[config.mk]
export PLATFORM = sky130hd
export DESIGN_NAME = wws_top
export DESIGN_NICKNAME = d
export VERILOG_FILES = /design/src/include/wws_pkg.sv /design/src/verilog/wws_sync.sv /design/src/verilog/wws_cfg_detect.sv /design/src/verilog/wws_top.sv
export SDC_FILE = /design/constraint.sdc
export NUM_CORES = 1
export LEC_CHECK = 0
export BUFFER_PORTS_ARGS = -buffer_cell sky130_fd_sc_hd__buf_2
export CAP_MARGIN = 0
export CORE_MARGIN = 10
export CORE_UTILIZATION = 55
export DETAILED_ROUTE_END_ITERATION = 10
export GPL_TIMING_DRIVEN = 0
export PLACE_DENSITY = 0.81
export SYNTH_ARGS = -nofsm -noshare
export SYNTH_HDL_FRONTEND = slang
export SYNTH_SLANG_ARGS = --single-unit
[constraint.sdc]
create_clock -name core_clk -period 8.4 [get_ports core_clk]
set_input_delay 0.42 -clock core_clk [delete_from_list [all_inputs] [get_ports core_clk]]
set_output_delay 0.42 -clock core_clk [all_outputs]
set_load 0.005 [all_outputs]
[src/include/wws_pkg.sv]
// Constants, timings and types shared by the window watchdog supervisor
package wws_pkg;

  ////////////////////////////////////////////////////////////////////////////////
  // Clock and counter sizing
  localparam int CLK_PERIOD_NS = 50;
  localparam int CNT_W = 26;

  ////////////////////////////////////////////////////////////////////////////////
  // Times in ns, counts in core clock cycles (least times round up, longest down)
  localparam int RESET_HOLD_NS = 200_000_000;
  localparam int RESET_HOLD_CYC = (RESET_HOLD_NS + CLK_PERIOD_NS - 1) / CLK_PERIOD_NS;
  localparam int WIN_LOW_FLOAT_NS = 800_000_000;
  localparam int WIN_LOW_FLOAT_CYC = (WIN_LOW_FLOAT_NS + CLK_PERIOD_NS - 1) / CLK_PERIOD_NS;
  localparam int WIN_UP_FLOAT_NS = 1_600_000_000;
  localparam int WIN_UP_FLOAT_CYC = WIN_UP_FLOAT_NS / CLK_PERIOD_NS;
  localparam int WIN_LOW_PULL_NS = 1_850_000;
  localparam int WIN_LOW_PULL_CYC = (WIN_LOW_PULL_NS + CLK_PERIOD_NS - 1) / CLK_PERIOD_NS;
  localparam int WIN_UP_PULL_NS = 11_000_000;
  localparam int WIN_UP_PULL_CYC = WIN_UP_PULL_NS / CLK_PERIOD_NS;
  localparam int CFG_EVAL_NS = 381_000;
  localparam int CFG_EVAL_CYC = CFG_EVAL_NS / CLK_PERIOD_NS;
  localparam int CFG_SENSE_NS = 100_000;
  localparam int CFG_SENSE_CYC = CFG_SENSE_NS / CLK_PERIOD_NS;
  localparam int SETTLE_NS = 150_000;
  localparam logic [CNT_W-1:0] SETTLE_CYC =
    CNT_W'((SETTLE_NS + CLK_PERIOD_NS - 1) / CLK_PERIOD_NS);
  localparam logic [CNT_W-1:0] RAMP_GUARD_CYC = 26'h0000004;

  ////////////////////////////////////////////////////////////////////////////////
  // Register port map and fields
  localparam int ADDR_W = 4;
  localparam logic [ADDR_W-1:0] REG_CTRL_ADDR = 4'h0;
  localparam logic [ADDR_W-1:0] REG_STATUS_ADDR = 4'h4;
  localparam logic [31:0] CTRL_RESET = 32'h00000000;
  localparam int CTRL_WD_OFF_BIT = 0;
  localparam int ST_RST_BIT = 0;
  localparam int ST_FAULT_BIT = 1;
  localparam int ST_MODE_LSB = 2;
  localparam int ST_VALID_BIT = 4;
  localparam int ST_SUPV_BIT = 5;
  localparam int ST_RST_PIN_BIT = 6;
  localparam int ST_WDO_PIN_BIT = 7;

  ////////////////////////////////////////////////////////////////////////////////
  // Synchronised input bit positions
  localparam int SYN_W = 9;
  localparam int SY_BELOW = 0;
  localparam int SY_ABOVE = 1;
  localparam int SY_MR_N = 2;
  localparam int SY_EN = 3;
  localparam int SY_KICK = 4;
  localparam int SY_PULLUP = 5;
  localparam int SY_RAMP = 6;
  localparam int SY_RST_PIN = 7;
  localparam int SY_WDO_PIN = 8;

  ////////////////////////////////////////////////////////////////////////////////
  // Types
  typedef enum logic [1:0] {CFG_FLOAT, CFG_PULLUP, CFG_CAP} wws_cfg_e;
  typedef enum logic [1:0] {CLS_IDLE, CLS_SENSE, CLS_CHARGE, CLS_DONE} wws_cls_e;
  typedef enum logic [1:0] {RS_ASSERT, RS_HOLD, RS_RELEASED} wws_rst_e;
  typedef enum logic [2:0] {WD_OFF, WD_SETTLE, WD_FIRST, WD_WINDOW, WD_FAULT} wws_wd_e;

endpackage

[src/verilog/wws_sync.sv]
// Two-flop synchroniser bank for asynchronous pin inputs
module wws_sync #(
  parameter int W = 1
) (
  input wire logic core_clk,
  input wire logic rst,
  input wire logic [W-1:0] async_in,
  input wire logic [W-1:0] reset_val,
  output logic [W-1:0] sync_out
);

  logic [W-1:0] meta_q;
  logic [W-1:0] sync_q;

  genvar gi;
  generate
    for (gi = 0; gi < W; gi++) begin : g_bit
      always_ff @(posedge core_clk or posedge rst) begin
        if (rst) begin
          meta_q[gi] <= 1'b0;
          sync_q[gi] <= 1'b0;
        end else begin
          meta_q[gi] <= async_in[gi];
          sync_q[gi] <= meta_q[gi];
        end
      end
    end
  endgenerate

  // Reset value is applied after the second stage, so the flops keep constants
  assign sync_out = sync_q ^ reset_val;

endmodule

[src/verilog/wws_cfg_detect.sv]
// Timing configuration pin classifier: floating, pull-up or capacitor
module wws_cfg_detect #(
  parameter int EVAL_CYC = wws_pkg::CFG_EVAL_CYC
) (
  input wire logic core_clk,
  input wire logic rst,
  input wire logic start,
  input wire logic pullup_sense,
  input wire logic ramp_done,
  output logic charge_req,
  output logic busy,
  output logic valid,
  output wws_pkg::wws_cfg_e mode
);

  localparam logic [wws_pkg::CNT_W-1:0] SENSE_C = wws_pkg::CNT_W'(wws_pkg::CFG_SENSE_CYC);
  localparam logic [wws_pkg::CNT_W-1:0] EVAL_C = wws_pkg::CNT_W'(EVAL_CYC);

  wws_pkg::wws_cls_e state_q, state_d;
  wws_pkg::wws_cfg_e mode_q, mode_d;
  logic [wws_pkg::CNT_W-1:0] cnt_q, cnt_d;
  logic valid_q, valid_d;

  always_comb begin
    state_d = state_q;
    mode_d = mode_q;
    cnt_d = cnt_q + 26'h0000001;
    valid_d = valid_q;
    unique case (state_q)
      wws_pkg::CLS_IDLE: begin
        cnt_d = '0;
      end
      wws_pkg::CLS_SENSE: begin
        // Pin discharged: only a pull-up still reads high
        if (cnt_q >= SENSE_C) begin
          if (pullup_sense) begin
            mode_d = wws_pkg::CFG_PULLUP;
            state_d = wws_pkg::CLS_DONE;
          end else begin
            state_d = wws_pkg::CLS_CHARGE;
          end
        end
      end
      wws_pkg::CLS_CHARGE: begin
        // Open pin trips the ramp almost at once, a capacitor does not
        if (ramp_done) begin
          mode_d = wws_pkg::CFG_FLOAT;
          state_d = wws_pkg::CLS_DONE;
        end else if (cnt_q >= EVAL_C) begin
          mode_d = wws_pkg::CFG_CAP;
          state_d = wws_pkg::CLS_DONE;
        end
      end
      wws_pkg::CLS_DONE: begin
        cnt_d = '0;
        valid_d = 1'b1;
        state_d = wws_pkg::CLS_IDLE;
      end
    endcase
    if (start) begin
      state_d = wws_pkg::CLS_SENSE;
      cnt_d = '0;
      valid_d = 1'b0;
    end
  end

  always_ff @(posedge core_clk or posedge rst) begin
    if (rst) begin
      state_q <= wws_pkg::CLS_IDLE;
      mode_q <= wws_pkg::CFG_FLOAT;
      cnt_q <= '0;
      valid_q <= 1'b0;
    end else begin
      state_q <= state_d;
      mode_q <= mode_d;
      cnt_q <= cnt_d;
      valid_q <= valid_d;
    end
  end

  assign charge_req = (state_q == wws_pkg::CLS_CHARGE);
  assign busy = (state_q == wws_pkg::CLS_SENSE) || (state_q == wws_pkg::CLS_CHARGE);
  assign valid = valid_q;
  assign mode = mode_q;

endmodule

[src/verilog/wws_top.sv]
// Supply supervisor with window watchdog, open-drain reset and fault outputs
module wws_top #(
  parameter int HOLD_CYC = wws_pkg::RESET_HOLD_CYC,
  parameter int LOW_FLOAT_CYC = wws_pkg::WIN_LOW_FLOAT_CYC,
  parameter int UP_FLOAT_CYC = wws_pkg::WIN_UP_FLOAT_CYC,
  parameter int LOW_PULL_CYC = wws_pkg::WIN_LOW_PULL_CYC,
  parameter int UP_PULL_CYC = wws_pkg::WIN_UP_PULL_CYC,
  parameter int EVAL_CYC = wws_pkg::CFG_EVAL_CYC
) (
  input wire logic core_clk,
  input wire logic rst,
  input wire logic supply_below_falling,
  input wire logic supply_above_rising,
  input wire logic manual_reset_input_n,
  input wire logic watchdog_enable_select,
  input wire logic watchdog_kick_input,
  input wire logic cfg_pullup_sense,
  input wire logic cfg_ramp_done,
  output logic cfg_charge_en,
  input wire logic system_reset_n_in,
  output logic system_reset_n_out,
  output logic system_reset_n_oe,
  input wire logic watchdog_fault_output_n_in,
  output logic watchdog_fault_output_n_out,
  output logic watchdog_fault_output_n_oe,
  input wire logic [wws_pkg::ADDR_W-1:0] reg_addr,
  input wire logic [31:0] reg_wdata,
  input wire logic reg_wr,
  input wire logic reg_rd,
  output logic [31:0] reg_rdata
);

  localparam logic [wws_pkg::CNT_W-1:0] HOLD_C = wws_pkg::CNT_W'(HOLD_CYC);
  localparam logic [wws_pkg::CNT_W-1:0] LOW_FLOAT_C = wws_pkg::CNT_W'(LOW_FLOAT_CYC);
  localparam logic [wws_pkg::CNT_W-1:0] UP_FLOAT_C = wws_pkg::CNT_W'(UP_FLOAT_CYC);
  localparam logic [wws_pkg::CNT_W-1:0] LOW_PULL_C = wws_pkg::CNT_W'(LOW_PULL_CYC);
  localparam logic [wws_pkg::CNT_W-1:0] UP_PULL_C = wws_pkg::CNT_W'(UP_PULL_CYC);
  localparam logic [wws_pkg::SYN_W-1:0] SYNC_INV = 9'h004;

  ////////////////////////////////////////////////////////////////////////////////
  // Input synchronisers

  logic [wws_pkg::SYN_W-1:0] pins_raw;
  logic [wws_pkg::SYN_W-1:0] pins_s;
  logic below_s;
  logic above_s;
  logic mr_n_s;
  logic en_s;
  logic kick_s;
  logic ramp_s;

  always_comb begin
    pins_raw = '0;
    pins_raw[wws_pkg::SY_BELOW] = supply_below_falling;
    pins_raw[wws_pkg::SY_ABOVE] = supply_above_rising;
    // Inverted through the bank so the synced level idles high out of reset
    pins_raw[wws_pkg::SY_MR_N] = ~manual_reset_input_n;
    pins_raw[wws_pkg::SY_EN] = watchdog_enable_select;
    pins_raw[wws_pkg::SY_KICK] = watchdog_kick_input;
    pins_raw[wws_pkg::SY_PULLUP] = cfg_pullup_sense;
    pins_raw[wws_pkg::SY_RAMP] = cfg_ramp_done;
    pins_raw[wws_pkg::SY_RST_PIN] = system_reset_n_in;
    pins_raw[wws_pkg::SY_WDO_PIN] = watchdog_fault_output_n_in;
  end

  wws_sync #(
    .W(wws_pkg::SYN_W)
  ) u_sync (
    .core_clk(core_clk),
    .rst(rst),
    .async_in(pins_raw),
    .reset_val(SYNC_INV),
    .sync_out(pins_s)
  );

  assign below_s = pins_s[wws_pkg::SY_BELOW];
  assign above_s = pins_s[wws_pkg::SY_ABOVE];
  assign mr_n_s = pins_s[wws_pkg::SY_MR_N]; // Pad pull-up keeps it high when open
  assign en_s = pins_s[wws_pkg::SY_EN];
  assign kick_s = pins_s[wws_pkg::SY_KICK];
  assign ramp_s = pins_s[wws_pkg::SY_RAMP];

  ////////////////////////////////////////////////////////////////////////////////
  // Supply hysteresis and reset sequencer

  wws_pkg::wws_rst_e rs_q, rs_d;
  logic supply_ok_q, supply_ok_d;
  logic [wws_pkg::CNT_W-1:0] hold_q, hold_d;
  logic rst_oe_q, rst_oe_d;
  logic cls_start;
  logic reset_cause;

  always_comb begin
    supply_ok_d = supply_ok_q;
    if (below_s) begin
      supply_ok_d = 1'b0;
    end else if (above_s) begin
      supply_ok_d = 1'b1;
    end
    reset_cause = below_s || !supply_ok_d || !mr_n_s;
    rs_d = rs_q;
    hold_d = hold_q;
    cls_start = 1'b0;
    unique case (rs_q)
      wws_pkg::RS_ASSERT: begin
        hold_d = '0;
        if (!reset_cause) begin
          rs_d = wws_pkg::RS_HOLD;
          cls_start = 1'b1;
        end
      end
      wws_pkg::RS_HOLD: begin
        hold_d = hold_q + 26'h0000001;
        if (reset_cause) begin
          rs_d = wws_pkg::RS_ASSERT;
        end else if (hold_q >= HOLD_C - 26'h0000001) begin
          rs_d = wws_pkg::RS_RELEASED;
        end
      end
      wws_pkg::RS_RELEASED: begin
        hold_d = '0;
        if (reset_cause) begin
          rs_d = wws_pkg::RS_ASSERT;
        end
      end
    endcase
    // Watchdog state plays no part here
    rst_oe_d = (rs_d != wws_pkg::RS_RELEASED);
  end

  always_ff @(posedge core_clk or posedge rst) begin
    if (rst) begin
      rs_q <= wws_pkg::RS_ASSERT;
      supply_ok_q <= 1'b0;
      hold_q <= '0;
      rst_oe_q <= 1'b1;
    end else begin
      rs_q <= rs_d;
      supply_ok_q <= supply_ok_d;
      hold_q <= hold_d;
      rst_oe_q <= rst_oe_d;
    end
  end

  ////////////////////////////////////////////////////////////////////////////////
  // Configuration pin classifier

  logic cls_charge;
  logic cls_busy;
  logic cls_valid;
  wws_pkg::wws_cfg_e cfg_mode;

  wws_cfg_detect #(
    .EVAL_CYC(EVAL_CYC)
  ) u_cfg (
    .core_clk(core_clk),
    .rst(rst),
    .start(cls_start),
    .pullup_sense(pins_s[wws_pkg::SY_PULLUP]),
    .ramp_done(ramp_s),
    .charge_req(cls_charge),
    .busy(cls_busy),
    .valid(cls_valid),
    .mode(cfg_mode)
  );

  ////////////////////////////////////////////////////////////////////////////////
  // Window watchdog

  wws_pkg::wws_wd_e wd_q, wd_d;
  logic [wws_pkg::CNT_W-1:0] wcnt_q, wcnt_d;
  logic [wws_pkg::CNT_W-1:0] ramp_meas_q, ramp_meas_d;
  logic kick_prev_q;
  logic kick_fall;
  logic wd_run;
  logic sw_wd_off_q, sw_wd_off_d;
  logic upper_hit;
  logic too_early;
  logic restart;
  logic [wws_pkg::CNT_W-1:0] low_c;
  logic wdo_oe_q, wdo_oe_d;
  logic charge_q, charge_d;
  localparam logic [wws_pkg::CNT_W-1:0] RAMP_GUARD_C = wws_pkg::RAMP_GUARD_CYC;

  assign kick_fall = kick_prev_q && !kick_s;
  assign wd_run = en_s && mr_n_s && (rs_q == wws_pkg::RS_RELEASED) && !sw_wd_off_q;

  always_comb begin
    unique case (cfg_mode)
      wws_pkg::CFG_PULLUP: low_c = LOW_PULL_C;
      wws_pkg::CFG_CAP: low_c = ramp_meas_q >> 1;
      default: low_c = LOW_FLOAT_C;
    endcase
    if (cfg_mode == wws_pkg::CFG_CAP) begin
      upper_hit = ramp_s && (wcnt_q >= RAMP_GUARD_C);
    end else if (cfg_mode == wws_pkg::CFG_PULLUP) begin
      upper_hit = (wcnt_q >= UP_PULL_C - 26'h0000001);
    end else begin
      upper_hit = (wcnt_q >= UP_FLOAT_C - 26'h0000001);
    end
    too_early = (wcnt_q < low_c);
  end

  always_comb begin
    wd_d = wd_q;
    wcnt_d = wcnt_q + 26'h0000001;
    ramp_meas_d = ramp_meas_q;
    restart = 1'b0;
    unique case (wd_q)
      wws_pkg::WD_OFF: begin
        wcnt_d = '0;
        wd_d = wws_pkg::WD_SETTLE;
      end
      wws_pkg::WD_SETTLE: begin
        // Kick edges are not looked at here
        if (wcnt_q >= wws_pkg::SETTLE_CYC - 26'h0000001 && cls_valid) begin
          wd_d = wws_pkg::WD_FIRST;
          wcnt_d = '0;
          restart = 1'b1;
        end
      end
      wws_pkg::WD_FIRST: begin
        if (kick_fall) begin
          wd_d = wws_pkg::WD_WINDOW;
          wcnt_d = '0;
          restart = 1'b1;
        end else if (upper_hit) begin
          wd_d = wws_pkg::WD_FAULT;
          wcnt_d = '0;
        end
      end
      wws_pkg::WD_WINDOW: begin
        if (cfg_mode == wws_pkg::CFG_CAP && upper_hit) begin
          ramp_meas_d = wcnt_q;
        end
        if (kick_fall && too_early) begin
          wd_d = wws_pkg::WD_FAULT;
          wcnt_d = '0;
        end else if (kick_fall) begin
          wcnt_d = '0;
          restart = 1'b1;
        end else if (upper_hit) begin
          wd_d = wws_pkg::WD_FAULT;
          wcnt_d = '0;
        end
      end
      wws_pkg::WD_FAULT: begin
        if (wcnt_q >= HOLD_C - 26'h0000001) begin
          wd_d = wws_pkg::WD_FIRST;
          wcnt_d = '0;
          restart = 1'b1;
        end
      end
    endcase
    if (!wd_run) begin
      wd_d = wws_pkg::WD_OFF;
      wcnt_d = '0;
    end
    wdo_oe_d = (wd_d == wws_pkg::WD_FAULT) && (rs_d == wws_pkg::RS_RELEASED);
    if (cls_busy) begin
      charge_d = cls_charge;
    end else begin
      // One idle cycle discharges the ramp at each window restart
      charge_d = (cfg_mode == wws_pkg::CFG_CAP) && !restart &&
        ((wd_d == wws_pkg::WD_FIRST) || (wd_d == wws_pkg::WD_WINDOW));
    end
  end

  always_ff @(posedge core_clk or posedge rst) begin
    if (rst) begin
      wd_q <= wws_pkg::WD_OFF;
      wcnt_q <= '0;
      ramp_meas_q <= '0;
      kick_prev_q <= 1'b0;
      wdo_oe_q <= 1'b0;
      charge_q <= 1'b0;
    end else begin
      wd_q <= wd_d;
      wcnt_q <= wcnt_d;
      ramp_meas_q <= ramp_meas_d;
      kick_prev_q <= kick_s;
      wdo_oe_q <= wdo_oe_d;
      charge_q <= charge_d;
    end
  end

  ////////////////////////////////////////////////////////////////////////////////
  // Register port

  logic [31:0] rdata_q, rdata_d;
  logic [31:0] status;

  always_comb begin
    status = '0;
    status[wws_pkg::ST_RST_BIT] = rst_oe_q;
    status[wws_pkg::ST_FAULT_BIT] = wdo_oe_q;
    status[wws_pkg::ST_MODE_LSB +: 2] = cfg_mode;
    status[wws_pkg::ST_VALID_BIT] = cls_valid;
    status[wws_pkg::ST_SUPV_BIT] = (wd_q == wws_pkg::WD_FIRST) || (wd_q == wws_pkg::WD_WINDOW);
    status[wws_pkg::ST_RST_PIN_BIT] = pins_s[wws_pkg::SY_RST_PIN];
    status[wws_pkg::ST_WDO_PIN_BIT] = pins_s[wws_pkg::SY_WDO_PIN];
    sw_wd_off_d = sw_wd_off_q;
    if (reg_wr && reg_addr == wws_pkg::REG_CTRL_ADDR) begin
      sw_wd_off_d = reg_wdata[wws_pkg::CTRL_WD_OFF_BIT];
    end
    rdata_d = '0;
    if (reg_rd) begin
      unique case (reg_addr)
        wws_pkg::REG_CTRL_ADDR: rdata_d[wws_pkg::CTRL_WD_OFF_BIT] = sw_wd_off_q;
        wws_pkg::REG_STATUS_ADDR: rdata_d = status;
        default: rdata_d = '0;
      endcase
    end
  end

  always_ff @(posedge core_clk or posedge rst) begin
    if (rst) begin
      sw_wd_off_q <= wws_pkg::CTRL_RESET[wws_pkg::CTRL_WD_OFF_BIT];
      rdata_q <= '0;
    end else begin
      sw_wd_off_q <= sw_wd_off_d;
      rdata_q <= rdata_d;
    end
  end

  ////////////////////////////////////////////////////////////////////////////////
  // Outputs

  assign system_reset_n_out = 1'b0;
  assign system_reset_n_oe = rst_oe_q;
  assign watchdog_fault_output_n_out = 1'b0;
  assign watchdog_fault_output_n_oe = wdo_oe_q;
  assign cfg_charge_en = charge_q;
  assign reg_rdata = rdata_q;

endmodule

==> summary.txt, run 1 <==
STA
  • Hold Vio Cnt, Final: 0
  • Relative slew slack: 44.8%
  • Clk_skew: 0.0109 ns
  • RSZ-0062 raised after global routing: false
  • Count of pins over their slew limit: 0
  • Worst Max-Slew Pin Slew: 0.826 ns
  • Final setup fails: 0
  • Final Critical Period: 4.09 ns
  • Final Worst Setup Slack: 4.31 ns
  • Worst hold slack: 0.0857 ns
  • Fmax: 244 MHz
  • Fin crit share: 48.7%
  • TNS Setup: 0 ns

Logic synthesis
  • Compound-gate portion of the synthesized area: 8.62%
  • Sequential share of the synthesized area: 45.7%
  • Synth Flop Type: dfrtp_1
  • Adder-Cell Fraction of Synth Area: 5.99%
  • Synth Instances: 782
  • Simple-Gate Fraction of Synth Area: 21.6%
  • Synth Warn #: 0
  • Largest family of logic cells by synthesized area: simple AND/OR/NAND/NOR gates
  • Synth unique cells: 69
  • Synthesized cell area: 7940 sq um
  • Seq cells post-synth: 145
  • Post-synth EDFFs: 0
  • Yosys top cell by area: dfrtp_1
  • Async SR Flop Fraction: 100%
  • Syn avg cell area: 10.2 sq um
  • Area contributors post-synth: dfrtp_1, ha_1, mux2_4
  • Top-area cell type share of the netlist area: 45.4%
  • XOR/XNOR Fraction of Synth Area: 6.62%
  • Post-synthesis mux area share: 5.03%

Critical path
  • CP Buf/Inv Count: 3
  • Cell family with most CP delay: compound AO/OA/AOI/OAI gates
  • Worst endpoint required time: 8.69 ns
  • Arr. time, crit path: 4.38 ns
  • Type of origin of the critical path: flip-flop
  • Max stage delay cell, worst path: o41ai_1
  • Critical Path Fanout Max: 10
  • Max incr delay on CP: 0.67 ns
  • Cells along the critical path: inv_1 -> ha_1 -> clkbuf_1 -> clkbuf_1 -> a21oi_1 -> ha_1 -> a21oi_1 -> nor2b_1 -> o41ai_1 -> nand4b_1 -> a21o_1 -> a2111oi_1
  • Worst setup EP type: flip-flop
  • Type of the worst setup path: flip-flop to flip-flop

Power and ir drop
  • Leakage power: 4.01 nW
  • Comb power frac: 19.2%
  • Clock Power Share: 40.0%
  • Flop pwr share: 40.8%
  • Power per cell area: 206 nW/um^2
  • Int Power: 1.29 mW
  • Peak supply drop: 239 uV
  • Total Power: 1.86 mW
  • NetSw: 0.569 mW
  • Sw Share: 30.6%

Route
  • Drt pass-1 iters: 4
  • Drt total wl: 16200 um
  • First DRT Iteration DRCs: 307
  • Per-cell routed wire length: 15.4 um
  • DR vias/cell: 5.53
  • Remaining DRCs: 0
  • Antenna Nets Post-Route: 0
  • Vias: 5799

Finish
  • Fin util: 64.4%
  • ANT cells: 0
  • Most frequent cells in the layout: dfrtp_1, nor2_1, nand2_1
  • Layout area overhead: 13.5%
  • Fillers: 1108
  • Share of cells above drive strength 1: 18.9%
  • Most common cell after layout, fill and taps aside: dfrtp_1
  • Nets: 942

Die
  • Site Rows: 43
  • I/O Pins: 86
  • Chip Height: 140 um
  • Die Footprint: 19600 sq um
  • Initial Util: 56.8%
  • Die W: 140 um
  • Core area: 14000 sq um

Hold path
  • Hold Path Class: primary input to async pin

Clock tree
  • Root Buffer Master: clkbuf_16
  • Setup bufs post-CTS: 0
  • Post-CTS Hold Buffers: 0
  • CTS tree: done
  • CTS resizes: 0
  • Clk_lat worst skew: 0.43 ns
  • Clock Path Buffers: 2
  • Clk slew on worst S/H paths: 0.07 ns
  • H-tree lvl count: 4
  • Clock Sinks: 145
  • CTS Buf Count: 17

Global route
  • Initial antenna violation count: 0
  • Total global-route track usage: 16.8%
  • Vias in the first global route: 5681
  • First-pass GRT wire length: 27500 um
  • Congestion Overflow GR: 0
  • Largest net degree at the start of global routing: 75

Place
  • # port buffers: 28
  • Dpl hpwl: 11400 um
  • Placer Congestion: 0.867
  • Dpl ws: 4.40 ns

Status
  • Status: finished, final reports clean

Run
  • # Max-Cap Violations: 0
per-stage QoR:
stage	instance area [sq um]	instances
2_1_floorplan	8030	807
3_3_place_gp	8400	1015
3_5_place_dp	8430	1016
4_1_cts	9010	1048
5_1_grt	9010	1048
6_report	9010	1048
worst register-to-register path, stage by stage, from the launching register on:
cell and delay (ns):
dfrtp_1 0.39, inv_1 0.09, ha_1 0.25, clkbuf_1 0.46, clkbuf_1 0.43, a21oi_1 0.13
ha_1 0.32, a21oi_1 0.15, nor2b_1 0.06, o41ai_1 0.67, nand4b_1 0.31, a21o_1 0.26
a2111oi_1 0.42
metal layers:
| layer | vias to the layer above | track usage [%] | part of all wire, % |
|---|---|---|---|
| met5 | - | 0 | 0 |
| met4 | 0 | 5.54 | 1.8 |
| met3 | 25 | 4.77 | 4.5 |
| met2 | 123 | 27.6 | 49 |
| met1 | 2817 | 20.7 | 44 |
| li1 | 2834 | - | - |
synthesized netlist by cell type, types with 4 or more instances:
| master | n |
|---|---|
| dfrtp_1 | 144 |
| nor2_1 | 73 |
| nand2_1 | 51 |
| a21oi_1 | 41 |
| ha_1 | 38 |
| nand3_1 | 36 |
| inv_1 | 31 |
| xnor2_1 | 31 |
| xor2_1 | 29 |
| nor3_1 | 28 |
| buf_4 | 27 |
| clkbuf_1 | 23 |
| mux2_4 | 20 |
| o21ai_0 | 20 |
| nor3_2 | 19 |
| nand4_1 | 17 |
| or3_1 | 16 |
| and3_1 | 11 |
| and2_1 | 9 |
| nor4_1 | 9 |
| mux2_2 | 7 |
| buf_6 | 6 |
| or2_2 | 6 |
| and4_1 | 5 |
| nand2b_1 | 5 |
| nor2b_1 | 5 |
| o211ai_1 | 5 |
| or4_1 | 5 |
| a21o_1 | 4 |
| clkbuf_2 | 4 |
kinds of logic (layout without fill, tap and decap cells):
family	after synthesis	after routing
compound gates	103	103
xor+xnor	60	60
fa+ha+maj	38	38
buf+inv	94	155
flops	145	145
mux	29	29
other cells	1	26
simple gates	312	312
registers in the layout, summed over array words and instances (netlist names):
signal and count:
wd_q 3, reg_rdata 8, hold_q 26, supply_ok_q 1, u_cfg.mode 2, kick_prev_q 1
u_cfg.state_q 2, u_cfg.valid 1, u_sync.meta_q 9, cfg_charge_en 1, u_cfg.cnt_q 26, ramp_meas_q 25
wcnt_q 26, u_sync.sync_q 9, sw_wd_off_q 1, system_reset_n_oe 1, rs_q 2, watchdog_fault_output_n_oe 1
final timing paths:
| check | end | start | cells past startpoint | slack [ns] |
|---|---|---|---|---|
| min in group core_clk | u_sync.meta_q[5] | cfg_pullup_sense | 1 | 0.10 |
| hold reg to reg | u_sync.sync_q[0] | u_sync.meta_q[0] | 0 | 0.35 |
| hold / removal | u_sync.meta_q[7] | rst | 2 | 0.09 |
| max in group asynchronous | system_reset_n_oe | rst | 3 | 7.53 |
| setup / recovery | watchdog_fault_output_n_oe | u_cfg.mode[0] | 12 | 4.31 |
| setup reg to reg | watchdog_fault_output_n_oe | u_cfg.mode[0] | 12 | 4.31 |
cell type report:
| type | instances | area, sq um | share of cell area, % |
|---|---|---|---|
| Multi-Input combinational cell | 568 | 3900 | 43.3 |
| Buffer | 63 | 390 | 4.33 |
| Clock inverter | 12 | 123 | 1.36 |
| Sequential cell | 145 | 3630 | 40.3 |
| Inverter | 31 | 121 | 1.35 |
| Clock buffer | 20 | 457 | 5.07 |
| Tap cell | 180 | 225 | 2.50 |
| Timing Repair Buffer | 29 | 168 | 1.86 |
power groups by stage:
stage               clock (mW)  sequential (mW)  combinational (mW)
floorplan                    0            0.763               0.262
global placement             0            0.769               0.341
detailed placement           0            0.771               0.356
CTS                      0.753            0.759               0.360
global route             0.783            0.763               0.407
finish                   0.744            0.759               0.356
No activity file was read; power rests on OpenSTA's default activity.
==> inputs of run 2 (changes only) <==
--- a/config.mk
+++ b/config.mk
@@ -8,10 +8,10 @@
 export BUFFER_PORTS_ARGS = -buffer_cell sky130_fd_sc_hd__buf_2
 export CAP_MARGIN = 0
 export CORE_MARGIN = 10
-export CORE_UTILIZATION = 55
+export CORE_UTILIZATION = 54
 export DETAILED_ROUTE_END_ITERATION = 10
 export GPL_TIMING_DRIVEN = 0
-export PLACE_DENSITY = 0.81
+export PLACE_DENSITY = 0.83
 export SYNTH_ARGS = -nofsm -noshare
 export SYNTH_HDL_FRONTEND = slang
 export SYNTH_SLANG_ARGS = --single-unit
==> constraint.sdc (replaced) <==
create_clock -name core_clk -period 3.35 [get_ports core_clk]
set_input_delay 0.1675 -clock core_clk [delete_from_list [all_inputs] [get_ports core_clk]]
set_output_delay 0.1675 -clock core_clk [all_outputs]
set_load 0.005 [all_outputs]
==> run 2 against run 1 <==
Compared with the run above: non-clock buffer count grew 16; total power grew 150%; final cell count grew 1.9%; wire length grew 5.1%; sequential power grew to 2.5 times the previous value; count of clock-buffer cells in the layout shrank 2; largest cell class unchanged; cell area grew 2.1%; register-to-register slack lost 4.0 ns; global-route usage grew 0.62 points; combinational power grew to 2.6 times the previous value; first-iteration DRC count grew 42%.
==> summary.txt, run 2 (same netlist as run 1, synthesis figures left out) <==
Die
  • Die Footprint: 20000 sq um
  • Core area: 14500 sq um
  • Chip Height: 141 um
  • I/O Pins: 86
  • Site Rows: 44
  • Die W: 141 um
  • Initial Util: 54.8%

Route
  • Per-cell routed wire length: 15.9 um
  • DR vias/cell: 5.48
  • Drt total wl: 17000 um
  • Vias: 5854
  • First DRT Iteration DRCs: 436
  • Drt pass-1 iters: 5
  • Remaining DRCs: 0
  • Antenna Nets Post-Route: 0

Finish
  • Regs by FF count: hold_q (26), u_cfg.cnt_q (26), wcnt_q (26)
  • Area of the multi-input gates: 3920 sq um
  • Post-route insts no fill: 1068
  • Most common cell after layout, fill and taps aside: dfrtp_1
  • Fillers: 1075
  • Storage element area: 3630 sq um
  • Most frequent cells in the layout: dfrtp_1, nor2_1, nand2_1
  • Nets: 958
  • Layout area overhead: 15.9%
  • Share of cells above drive strength 1: 19.7%
  • Fin util: 63.5%
  • ANT cells: 0

Critical path
  • Worst endpoint required time: 3.65 ns
  • Type of the worst setup path: flip-flop to flip-flop
  • Arr. time, crit path: 3.39 ns
  • Type of origin of the critical path: flip-flop
  • Max stage delay cell, worst path: dfrtp_1
  • Critical Path Fanout Max: 10
  • Worst setup EP type: flip-flop
  • Cells along the critical path: inv_1 -> ha_2 -> buf_4 -> a21oi_1 -> or2_2 -> ha_1 -> a21o_1 -> a21oi_1 -> o221ai_1 -> nand4b_1 -> a21o_1 -> a2111oi_1
  • Max incr delay on CP: 0.39 ns

STA
  • Worst Max-Slew Pin Slew: 0.812 ns
  • Fin crit share: 92.3%
  • Fmax: 323 MHz
  • Final Critical Period: 3.09 ns
  • Hold Vio Cnt, Final: 0
  • Clk_skew: 0.00867 ns
  • Relative slew slack: 45.7%
  • Count of pins over their slew limit: 0
  • RSZ-0062 raised after global routing: false
  • Final setup fails: 0

Clock tree
  • Root Buffer Master: clkbuf_16
  • Clock Sinks: 145
  • H-tree lvl count: 4
  • Clk_lat worst skew: 0.43 ns
  • CTS Buf Count: 17
  • Clk slew on worst S/H paths: 0.06 ns
  • Clock Path Buffers: 2
  • CTS tree: done

Place
  • # port buffers: 28
  • Dpl hpwl: 11500 um
  • Placed Cells: 1022
  • Placer Congestion: 0.891

Power and ir drop
  • Power per cell area: 504 nW/um^2
  • Peak supply drop: 384 uV
  • Leakage power: 4.09 nW

Global route
  • Met1 Resource Use GR: 20.6%
  • Largest net degree at the start of global routing: 45
  • Vias in the first global route: 5760
  • Most used routing layer in global routing: met2
  • Grt met2 use: 29.6%
  • First-pass GRT wire length: 28400 um
  • Initial antenna violation count: 0
  • Congestion Overflow GR: 0
  • Total global-route track usage: 17.4%
  • Grt met3 use: 5.14%

Hold path
  • Hold Path Class: primary input to flip-flop

Run
  • # Max-Cap Violations: 0

Status
  • Status: finished, final reports clean
[run 2: routing by layer]
metal	up-vias	wire length, um
li1	2876	-
met1	2819	7200
met2	135	8670
met3	24	902
met4	0	242
met5	-	0
[run 2: area by class of cell]
class	instances	share of cell area, %
Buffer	62	4.30
Clock buffer	18	4.66
Clock inverter	14	1.41
Inverter	31	1.31
Multi-Input combinational cell	568	42.6
Sequential cell	145	39.4
Tap cell	184	2.50
Timing Repair Buffer	46	3.75
[run 2: power by group]
group	internal [mW]	total [mW]	switching, mW
combinational	0.357	0.942	0.585
sequential	1.83	1.90	0.0748
clock	1.03	1.79	0.764
[run 2: what timing repair did]
item	CTS	global route
endpoints found under the hold margin	44	0
gates resized for setup	7	4
endpoints found under the setup margin	4	2
pin swaps	0	2
buffers inserted	0	2
hold buffers	13	0
[run 2: path summary, 6_finish.rpt]
check,to,slack [ns],cells after the start,startpoint
worst min register to register,u_sync.sync_q[2],0.35,0,u_sync.meta_q[2]
min in group asynchronous,u_sync.meta_q[7],0.44,3,rst
max in group asynchronous,system_reset_n_oe,1.94,5,rst
worst min-delay path,reg_rdata[0],0.07,3,reg_addr[2]
worst max register to register,watchdog_fault_output_n_oe,0.26,12,u_cfg.mode[0]
worst max-delay path,watchdog_fault_output_n_oe,0.26,12,u_cfg.mode[0]
[run 2: critical path, delay by kind of cell (launching register included)]
kind / cells / cell delay, ns
DFF: 1 / 0.39
adders and majority gates: 2 / 0.52
and+or+nand+nor: 2 / 0.56
buffers and inverters: 2 / 0.30
AOI/OAI and AO/OA: 6 / 1.21
[run 2: through the flow]
stage / TNS, ns / hold slack, ns / power (mW) / area, sq um / setup slack [ns]
final: 0 / 0.0738 / 4.64 / 9200 / 0.258
after CTS: 0 / 0.0407 / 4.64 / 9190 / 0.0670
after global routing: 0 / 0.0991 / 4.89 / 9200 / 0.00380
after global placement: -1.23 / 0.276 / 2.78 / 8410 / -0.540
after detailed placement: -1.56 / 0.277 / 2.82 / 8470 / -0.636
after floorplan: 0 / 0.199 / 2.57 / 8040 / 0.305
